**src/tcs_regs.svh**
```systemverilog
// Register offsets, reset values and timing counts of the calibration sequencer.
`ifndef TCS_REGS_SVH
`define TCS_REGS_SVH
// =====================================================================
// Register map
`define TCS_STATUS_OFS 4'h0
`define TCS_SSB_MAP_OFS 4'h4
`define TCS_SSB_MAP_RST 7'h07
// Status fields.
`define TCS_ST_LEVEL_LSB 0
`define TCS_ST_SEL_LSB 4
`define TCS_ST_PASS_LSB 8
`define TCS_ST_CTRL_BIT 12
`define TCS_ST_RUN_BIT 13
`define TCS_ST_PRE_BIT 14
`define TCS_ST_INFL_BIT 15
// =====================================================================
// Timing
`define TCS_CLK_HZ 20000000
`define TCS_STEP_MS 140
`define TCS_STEP_CYCLES ((`TCS_CLK_HZ / 1000) * `TCS_STEP_MS)
`define TCS_LEVEL_TOP 3'h4
`define TCS_SEL_STEPS 7
`define TCS_PASSES 3'h6
`define TCS_RESP_OKAY 2'h0
`define TCS_RESP_SLVERR 2'h2
`endif

```
**src/tcs_pkg.sv**
```systemverilog
// Types shared by the calibration sequencer.
package tcs_pkg;
   typedef enum logic [0:0] {TCS_GATE_CLOSED = 1'b0, TCS_GATE_OPEN = 1'b1} tcs_gate_t;
   typedef logic [2:0] tcs_level_t;
   typedef logic [2:0] tcs_sel_t;
endpackage

```
**src/tcs_sequencer.sv**
```systemverilog
// Telemetry calibration sequencer: selector, voltage stepper, sideband relay and AXI4-Lite slave.
//
// Functional notes
// Inflight start from either relay enables drivers and sets control flip-flop.
// Control set moves selector to step one and opens advance and clock gates.
// Step one issues calibrate command one through the enabled driver.
// Each completed stepper pass advances the selector to the next command.
// Commander holds start at least 4.2 seconds to keep drivers enabled.
// Selector stays inactive in preflight mode.
// Preflight relay selects preflight; either start relay selects inflight.
// Stepper output is only one of five levels, zero to full scale.
// Preflight mismatch opens gates and restarts stepper at first step.
// Open clock gate yields a step every 140 ms advancing the level.
// Stepping continues while output differs from command; cycle command never matches.
// One full five-level pass lasts 700 ms.
// Inflight forces permanent mismatch, ground levels ignored.
// Inflight run steps continuously until six consecutive passes complete.
// Sideband relay closes whenever a sideband telemeter is selected.
// Ground may select all sideband telemeters via ground relay before launch.
// Calibrate enable goes only to the currently chosen component.
// After sixth pass, clear control, close gate, idle both generators.
`timescale 1ns/10ps
`include "tcs_regs.svh"
module tcs_sequencer #(
   parameter int STEP_CYCLES = `TCS_STEP_CYCLES
) (
   input wire logic clk,
   input wire logic nrst,
   input wire logic inflight_start_relay_a,
   input wire logic inflight_start_relay_b,
   input wire logic preflight_mode_relay,
   input wire logic ground_sideband_select_relay,
   input wire logic [2:0] ground_level,
   output logic [6:0] cal_enable,
   output logic drivers_enabled,
   output logic [2:0] cal_level,
   output logic sideband_cal_relay,
   output logic sideband_ground_path,
   input wire logic [3:0] s_axi_awaddr,
   input wire logic s_axi_awvalid,
   output logic s_axi_awready,
   input wire logic [31:0] s_axi_wdata,
   input wire logic [3:0] s_axi_wstrb,
   input wire logic s_axi_wvalid,
   output logic s_axi_wready,
   output logic [1:0] s_axi_bresp,
   output logic s_axi_bvalid,
   input wire logic s_axi_bready,
   input wire logic [3:0] s_axi_araddr,
   input wire logic s_axi_arvalid,
   output logic s_axi_arready,
   output logic [31:0] s_axi_rdata,
   output logic [1:0] s_axi_rresp,
   output logic s_axi_rvalid,
   input wire logic s_axi_rready
);
   // ==================================================================
   // Pin synchronisers
   logic [6:0] sync1;
   logic [6:0] sync2;
   logic [2:0] level_q;
   tcs_pkg::tcs_level_t cmd_level;
   always_ff @(posedge clk or negedge nrst)
   begin
      if (!nrst)
      begin
         sync1 <= 7'h00;
         sync2 <= 7'h00;
         {level_q, cmd_level} <= 6'h00;
      end
      else
      begin
         sync1 <= {ground_level, ground_sideband_select_relay, preflight_mode_relay,
                   inflight_start_relay_b, inflight_start_relay_a};
         sync2 <= sync1;
         // Level bits cross one by one, so a code is taken only after two equal samples.
         level_q <= sync2[6:4];
         if (sync2[6:4] == level_q)
            cmd_level <= level_q;
      end
   end
   logic start_in;
   logic pre_in;
   logic start_d;
   assign start_in = sync2[0] | sync2[1];
   assign pre_in = sync2[2];

   // ==================================================================
   // Control flip-flop and selector
   logic ctrl;
   tcs_pkg::tcs_sel_t sel;
   logic [2:0] passes;
   logic tick;
   logic pass_done;
   logic ctrl_set;
   logic finish;
   logic [6:0] ssb_map;
   assign ctrl_set = start_in & ~start_d & ~pre_in & ~ctrl;
   assign finish = ctrl & pass_done & (passes == `TCS_PASSES - 3'h1);

   always_ff @(posedge clk or negedge nrst)
   begin
      if (!nrst)
      begin
         start_d <= 1'b0;
         ctrl <= 1'b0;
         sel <= 3'h0;
         passes <= 3'h0;
      end
      else
      begin
         start_d <= start_in;
         if (pre_in)
         begin
            ctrl <= 1'b0;
            sel <= 3'h0;
            passes <= 3'h0;
         end
         else if (ctrl_set)
         begin
            ctrl <= 1'b1;
            sel <= 3'h1;
            passes <= 3'h0;
         end
         else if (finish)
         begin
            ctrl <= 1'b0;
            sel <= 3'h0;
            passes <= 3'h0;
         end
         else if (ctrl && pass_done)
         begin
            sel <= sel + 3'h1;
            passes <= passes + 3'h1;
         end
      end
   end

   // Decodes a selector step into a one-hot calibrate command.
   function automatic logic [6:0] step_onehot(input tcs_pkg::tcs_sel_t s);
      step_onehot = (s == 3'h0) ? 7'h00 : 7'(7'h01 << (s - 3'h1));
   endfunction

   always_ff @(posedge clk or negedge nrst)
   begin
      if (!nrst)
      begin
         cal_enable <= 7'h00;
         drivers_enabled <= 1'b0;
         sideband_cal_relay <= 1'b0;
         sideband_ground_path <= 1'b0;
      end
      else
      begin
         // Drivers stay enabled only while the start command is held.
         drivers_enabled <= start_in & ~pre_in;
         cal_enable <= (start_in && !pre_in && ctrl) ? step_onehot(sel) : 7'h00;
         sideband_cal_relay <= ctrl & |(step_onehot(sel) & ssb_map);
         sideband_ground_path <= pre_in & sync2[3];
      end
   end

   // ==================================================================
   // Voltage stepper
   tcs_pkg::tcs_gate_t gate;
   tcs_pkg::tcs_gate_t next_gate;
   logic [31:0] tcnt;
   logic mismatch;
   // Inflight holds the comparator in no-compare; codes above full scale never match.
   assign mismatch = pre_in ? (cal_level != cmd_level) : 1'b1;
   assign next_gate = (pre_in ? mismatch : ctrl & ~finish) ? tcs_pkg::TCS_GATE_OPEN
                                                          : tcs_pkg::TCS_GATE_CLOSED;
   assign tick = (gate == tcs_pkg::TCS_GATE_OPEN) && (tcnt == 32'(STEP_CYCLES - 1));
   assign pass_done = tick && (cal_level == `TCS_LEVEL_TOP);

   always_ff @(posedge clk or negedge nrst)
   begin
      if (!nrst)
      begin
         gate <= tcs_pkg::TCS_GATE_CLOSED;
         tcnt <= 32'h0;
         cal_level <= 3'h0;
      end
      else
      begin
         gate <= next_gate;
         case (gate)
            tcs_pkg::TCS_GATE_CLOSED:
            begin
               tcnt <= 32'h0;
               if (next_gate == tcs_pkg::TCS_GATE_OPEN)
                  cal_level <= 3'h0;
               else if (!pre_in)
                  cal_level <= 3'h0;
            end
            tcs_pkg::TCS_GATE_OPEN:
            begin
               tcnt <= tick ? 32'h0 : tcnt + 32'h1;
               if (tick)
                  cal_level <= (cal_level == `TCS_LEVEL_TOP) ? 3'h0 : cal_level + 3'h1;
            end
            default:
               tcnt <= 32'h0;
         endcase
      end
   end

   // ==================================================================
   // AXI4-Lite slave
   logic aw_held;
   logic w_held;
   logic [3:0] aw_addr;
   logic [31:0] w_data;
   logic [3:0] w_strb;
   // Ready drops when an item is taken and returns once the response is accepted.
   always_ff @(posedge clk or negedge nrst)
   begin
      if (!nrst)
      begin
         aw_held <= 1'b0;
         w_held <= 1'b0;
         aw_addr <= 4'h0;
         w_data <= 32'h0;
         w_strb <= 4'h0;
         s_axi_bvalid <= 1'b0;
         s_axi_bresp <= `TCS_RESP_OKAY;
         ssb_map <= `TCS_SSB_MAP_RST;
         {s_axi_awready, s_axi_wready} <= 2'h3;
      end
      else
      begin
         if (s_axi_awvalid && s_axi_awready)
         begin
            aw_held <= 1'b1;
            aw_addr <= s_axi_awaddr;
            s_axi_awready <= 1'b0;
         end
         if (s_axi_wvalid && s_axi_wready)
         begin
            w_held <= 1'b1;
            w_data <= s_axi_wdata;
            w_strb <= s_axi_wstrb;
            s_axi_wready <= 1'b0;
         end
         if (aw_held && w_held)
         begin
            aw_held <= 1'b0;
            w_held <= 1'b0;
            s_axi_bvalid <= 1'b1;
            if (aw_addr == `TCS_SSB_MAP_OFS)
            begin
               s_axi_bresp <= `TCS_RESP_OKAY;
               if (w_strb[0])
                  ssb_map <= w_data[6:0];
            end
            else
               s_axi_bresp <= `TCS_RESP_SLVERR;
         end
         else if (s_axi_bvalid && s_axi_bready)
            {s_axi_bvalid, s_axi_awready, s_axi_wready} <= 3'h3;
      end
   end

   logic [31:0] status;
   always_comb
   begin
      status = 32'h0;
      status[`TCS_ST_LEVEL_LSB +: 3] = cal_level;
      status[`TCS_ST_SEL_LSB +: 3] = sel;
      status[`TCS_ST_PASS_LSB +: 3] = passes;
      status[`TCS_ST_CTRL_BIT] = ctrl;
      status[`TCS_ST_RUN_BIT] = gate;
      status[`TCS_ST_PRE_BIT] = pre_in;
      status[`TCS_ST_INFL_BIT] = start_in;
   end

   always_ff @(posedge clk or negedge nrst)
   begin
      if (!nrst)
      begin
         s_axi_rvalid <= 1'b0;
         s_axi_rdata <= 32'h0;
         s_axi_rresp <= `TCS_RESP_OKAY;
         s_axi_arready <= 1'b1;
      end
      else if (s_axi_arvalid && s_axi_arready)
      begin
         s_axi_rvalid <= 1'b1;
         s_axi_arready <= 1'b0;
         s_axi_rresp <= `TCS_RESP_OKAY;
         if (s_axi_araddr == `TCS_STATUS_OFS)
            s_axi_rdata <= status;
         else if (s_axi_araddr == `TCS_SSB_MAP_OFS)
            s_axi_rdata <= {25'h0, ssb_map};
         else
         begin
            s_axi_rdata <= 32'h0;
            s_axi_rresp <= `TCS_RESP_SLVERR;
         end
      end
      else if (s_axi_rvalid && s_axi_rready)
         {s_axi_rvalid, s_axi_arready} <= 2'h1;
   end

   // ==================================================================
   // Assertions
   ctrl_start_a: assert property (@(posedge clk) disable iff (!nrst)
      ctrl_set |=> ctrl && sel == 3'h1) else $error("start did not set control");
   step_one_a: assert property (@(posedge clk) disable iff (!nrst)
      (ctrl && sel == 3'h1 && start_in && !pre_in) |=> cal_enable == 7'h01)
      else $error("step one command missing");
   sel_advance_a: assert property (@(posedge clk) disable iff (!nrst)
      (ctrl && pass_done && !finish && !pre_in) |=> sel == $past(sel) + 3'h1)
      else $error("selector did not advance");
   pre_quiet_a: assert property (@(posedge clk) disable iff (!nrst)
      pre_in[*2] |-> cal_enable == 7'h00 && !ctrl) else $error("selector active in preflight");
   level_range_a: assert property (@(posedge clk) disable iff (!nrst)
      cal_level <= `TCS_LEVEL_TOP) else $error("level out of range");
   pre_restart_a: assert property (@(posedge clk) disable iff (!nrst)
      (pre_in && gate == tcs_pkg::TCS_GATE_CLOSED && mismatch && $stable(pre_in))
      |=> gate == tcs_pkg::TCS_GATE_OPEN && cal_level == 3'h0)
      else $error("preflight mismatch did not restart");
   tick_gap_a: assert property (@(posedge clk) disable iff (!nrst)
      tick |=> !tick && tcnt == 32'h0) else $error("step pulses too close");
   inflight_run_a: assert property (@(posedge clk) disable iff (!nrst)
      (ctrl && !pre_in && !finish) |=> gate == tcs_pkg::TCS_GATE_OPEN)
      else $error("inflight gate closed early");
   enable_onehot_a: assert property (@(posedge clk) disable iff (!nrst)
      $onehot0(cal_enable)) else $error("more than one calibrate enable");
   run_finish_a: assert property (@(posedge clk) disable iff (!nrst)
      finish |=> !ctrl && sel == 3'h0 && gate == tcs_pkg::TCS_GATE_CLOSED && cal_level == 3'h0)
      else $error("run did not end after six passes");
   ssb_relay_a: assert property (@(posedge clk) disable iff (!nrst)
      (ctrl && |(step_onehot(sel) & ssb_map)) |=> sideband_cal_relay)
      else $error("sideband relay not closed");
endmodule // tcs_sequencer

```
**config.mk**
```make
export PLATFORM = sky130hd
export DESIGN_NAME = tcs_sequencer
export DESIGN_NICKNAME = d
export VERILOG_FILES = /design/src/tcs_pkg.sv /design/src/tcs_sequencer.sv
export VERILOG_INCLUDE_DIRS = /design/src /design/src/src
export SDC_FILE = /design/constraint.sdc
export NUM_CORES = 1
export LEC_CHECK = 0
export CAP_MARGIN = 20
export CORE_ASPECT_RATIO = 1.5
export CORE_MARGIN = 2
export CORE_UTILIZATION = 65
export CTS_CLUSTER_SIZE = 28
export DETAILED_ROUTE_END_ITERATION = 6
export DONT_BUFFER_PORTS = 1
export GPL_TIMING_DRIVEN = 0
export HOLD_SLACK_MARGIN = 0.12
export PLACE_DENSITY = 0.82
export SLEW_MARGIN = 30
export SYNTH_ARGS = -nofsm -noshare
export SYNTH_HDL_FRONTEND = slang
export SYNTH_SLANG_ARGS = --single-unit
```
**constraint.sdc**
```tcl
create_clock -name clk -period 5.8 [get_ports clk]
set_input_delay 1.45 -clock clk [delete_from_list [all_inputs] [get_ports clk]]
set_output_delay 1.45 -clock clk [all_outputs]
set_load 0.02 [all_outputs]
```
==> flow_summary.toml <==
[sta]
maxSlewViolCount = 0
fin_skew_ns = 0.0133
fin_crit_ns = 2.59
hold_viol = 0
setup_viol = 0
rsz0062_at_grt = "no"
worst_pin_slew_ns = 0.790
fmax_mhz = 385
maxSlewHeadroom_pct = 46.9
min_period_over_period_pct = 44.7
tns_ns = 0

[floorplanning]
design.core.area_um2 = 7660
io_pins = 112
die_w_um = 77.0
core.rowCount = 39
die_h_um = 113
initial_core_util_pct = 67.8
dieArea_um2 = 8730

[worst_setup_path]
timing.critical_path.buf_inv = 1
slowest_delay_ns = 0.66
arrival_ns = 2.94
cp-start-kind = "primary input"
path_class = "primary input to flip-flop"
ff2ff_setup_slack_ns = 3.52
path_delay_family = "simple AND/OR/NAND/NOR gates"
path_cells = "or3_1 -> clkbuf_1 -> nor3_1 -> a22o_1"
critPathRequiredTime_ns = 6.15
critPathSlowestCell = "nor3_1"
end_kind = "flip-flop"
critPathMaxFanout = 9

[detailed_routing]
drtIter0Drc = 320
routed_via_density = 5.78
drt_first_pass_iters = 4
avgRoutedWirePerCell_um = 17.6
ant_nets = 0
via_count = 3505
route.detailed.drc = 0
wl_um = 10700

[clock_network]
clk_latency_ns = 0.42
post-cts-setup-buffer-count = 0
cts_made_buffers = 17
clkSlewWorstSetupHoldPaths_ns = 0.05
clock-sinks = 116
cts_resized = 0
clockBufferDepth = 2
cts_root_buf = "clkbuf_16"
cts_hold_buffers = 0
htree_num_levels = 4
cts_tree = "done"

[logic_synthesis]
yosys-top-cells-count = "110 x dfrtp_1, 44 x nor2_1, 29 x xor2_1"
synth_ff_type = "dfrtp_1"
ys_seq_area_share_pct = 56.1
synthArstFlopShare_pct = 100
synth_area_per_cell_um2 = 11.5
ys_seq_elements = 116
syn_area_um2 = 5190
synth_edf_count = 0
synth_area_leaders = "dfrtp_1 53%, mux2_2 5.0%, xor2_1 4.9%"
yosysMostFrequentCell = "dfrtp_1"
synth.top_cell.area_share_pct = 53.0
yosysUniqueCellTypes = 48
yosysTopAreaCell = "dfrtp_1"
synth_warnings = 0
synth_cells = 452

[pwr]
netSwitchingPower_uw = 556
powerDensity_nw_per_um2 = 368
combPwrFrac_pct = 9.5
p_int_mw = 1.62
power_leakage_nw = 2.75
seq_power_share_pct = 48.1
peakVddDrop_mv = 0.254
clkPwrFrac_pct = 42.4
sw_frac_of_total_pct = 25.5

[finish]
fin_area_um2 = 5920
seq_area_um2 = 2910
layout.nets = 560
utilization_pct = 77.3
drive_gt1_share_pct = 17.9
fillers = 470
multi_input_comb_area_um2 = 2070
syn2layout_area_growth_pct = 14.1

[grt]
globalRouteTotalUtil_pct = 26.5
overflow = 0
grt_pass1_vias = 3609
grt_max_degree = 117
grt_pass1_wl_um = 17700
antenna_found_initial = 1

[placement]
dpl.hpwl_um = 6850
place_congestion = 0.888
dpl_cell_area_um2 = 5390
port_buffers = 0

[job]
cap_violations = 0

[min_path]
hold_class = "flip-flop to flip-flop"

[status]
status = "finished, final reports clean"
-- kinds of logic (layout without fill, tap and decap cells) --
family                     Yosys count  in the layout  synth area share (%)
DFF                                116            116                  56.1
AOI/OAI and AO/OA                   51             51                  6.36
and+or+nand+nor                    154            154                  16.4
adders and majority gates           12             12                  2.89
other                                1             21                0.0722
muxes                               32             32                  6.72
xor gates and xnor gates            36             36                  6.07
buffers and inverters               50             82                  5.45
-- power by group through the flow --
| stage | combinational [mW] | clock [mW] | sequential, mW |
|---|---|---|---|
| after floorplan | 0.171 | 0 | 1.02 |
| after global placement | 0.189 | 0 | 1.05 |
| after detailed placement | 0.198 | 0 | 1.06 |
| after CTS | 0.207 | 0.931 | 1.05 |
| after global routing | 0.231 | 0.966 | 1.06 |
| final | 0.208 | 0.922 | 1.05 |
-- through the flow --
stage	total power [mW]	cells	hold WS [ns]	setup WS, ns
finish	2.18	606	0.347	3.21
global route	2.25	606	0.354	3.09
CTS	2.18	605	0.346	3.17
detailed placement	1.25	573	0.335	2.82
global placement	1.24	573	0.333	2.87
floorplan	1.19	471	0.331	3.13
-- worst register-to-register path, stage by stage, from the launching register on --
cell     delay, ns
dfrtp_1       0.41
nor4b_1       0.59
nand3_1       0.19
or3_4         0.35
buf_6         0.14
o31ai_1       0.33
a21oi_1       0.12
-- layout by cell type (no fill, tap or decap), types with 3 or more instances in the layout --
cell type | netlist | final
buf_2 | 4 | 4
nor4_1 | 3 | 3
nand2_1 | 26 | 26
mux2i_1 | 9 | 9
a22o_1 | 7 | 7
nand3_1 | 18 | 18
clkbuf_1 | 10 | 16
and3_1 | 13 | 13
dfrtp_1 | 110 | 110
inv_1 | 13 | 13
nor2_1 | 44 | 44
xor2_1 | 29 | 29
and2_1 | 8 | 8
and4_1 | 3 | 3
ha_1 | 12 | 12
clkbuf_8 | 0 | 4
a21oi_1 | 14 | 14
nor3_1 | 5 | 5
xnor2_1 | 7 | 7
dfstp_2 | 6 | 6
nand4_1 | 13 | 13
clkinv_2 | 0 | 4
or3_1 | 3 | 3
mux2_2 | 23 | 23
buf_4 | 20 | 20
o31ai_1 | 9 | 9
nand3b_1 | 3 | 3
o21ai_0 | 12 | 12
clkbuf_16 | 0 | 17
conb_1 | 1 | 20
-- worst paths after layout --
kind	startpoint	end	cells past startpoint
max in group asynchronous	nrst	s_axi_wready	0
setup / recovery	s_axi_araddr[3]	s_axi_rdata[10]	4
hold / removal	sync1[5]	sync2[5]	0
setup reg to reg	tcnt[14]	gate	6
min in group asynchronous	nrst	aw_held	0
hold reg to reg	sync1[5]	sync2[5]	0
-- layer usage --
| metal | global-route usage (%) | share of wire [%] |
|---|---|---|
| met1 | 28.5 | 37 |
| met2 | 47.6 | 56 |
| met3 | 7.91 | 4.7 |
| met4 | 12.4 | 2.6 |
| met5 | 0 | 0 |
-- cell type report --
| cell class | instances | area share [%] |
|---|---|---|
| clock buffers | 27 | 8.49 |
| diodes | 1 | 0.0422 |
| well taps | 102 | 2.15 |
| plain buffers | 37 | 3.95 |
| inverters | 13 | 0.824 |
| multi-input cells | 305 | 34.9 |
| flip-flops and latches | 116 | 49.1 |
| clock inverters | 5 | 0.465 |
-- registers in the layout (all words and copies together), names as in the netlist, 4 cells and up --
name,count
tcnt,32
s_axi_rdata,14
cal_enable,7
ssb_map,7
sync1,7
sync2,7
w_data,7
aw_addr,4
Note: power is estimated with default switching activity, not from simulation.
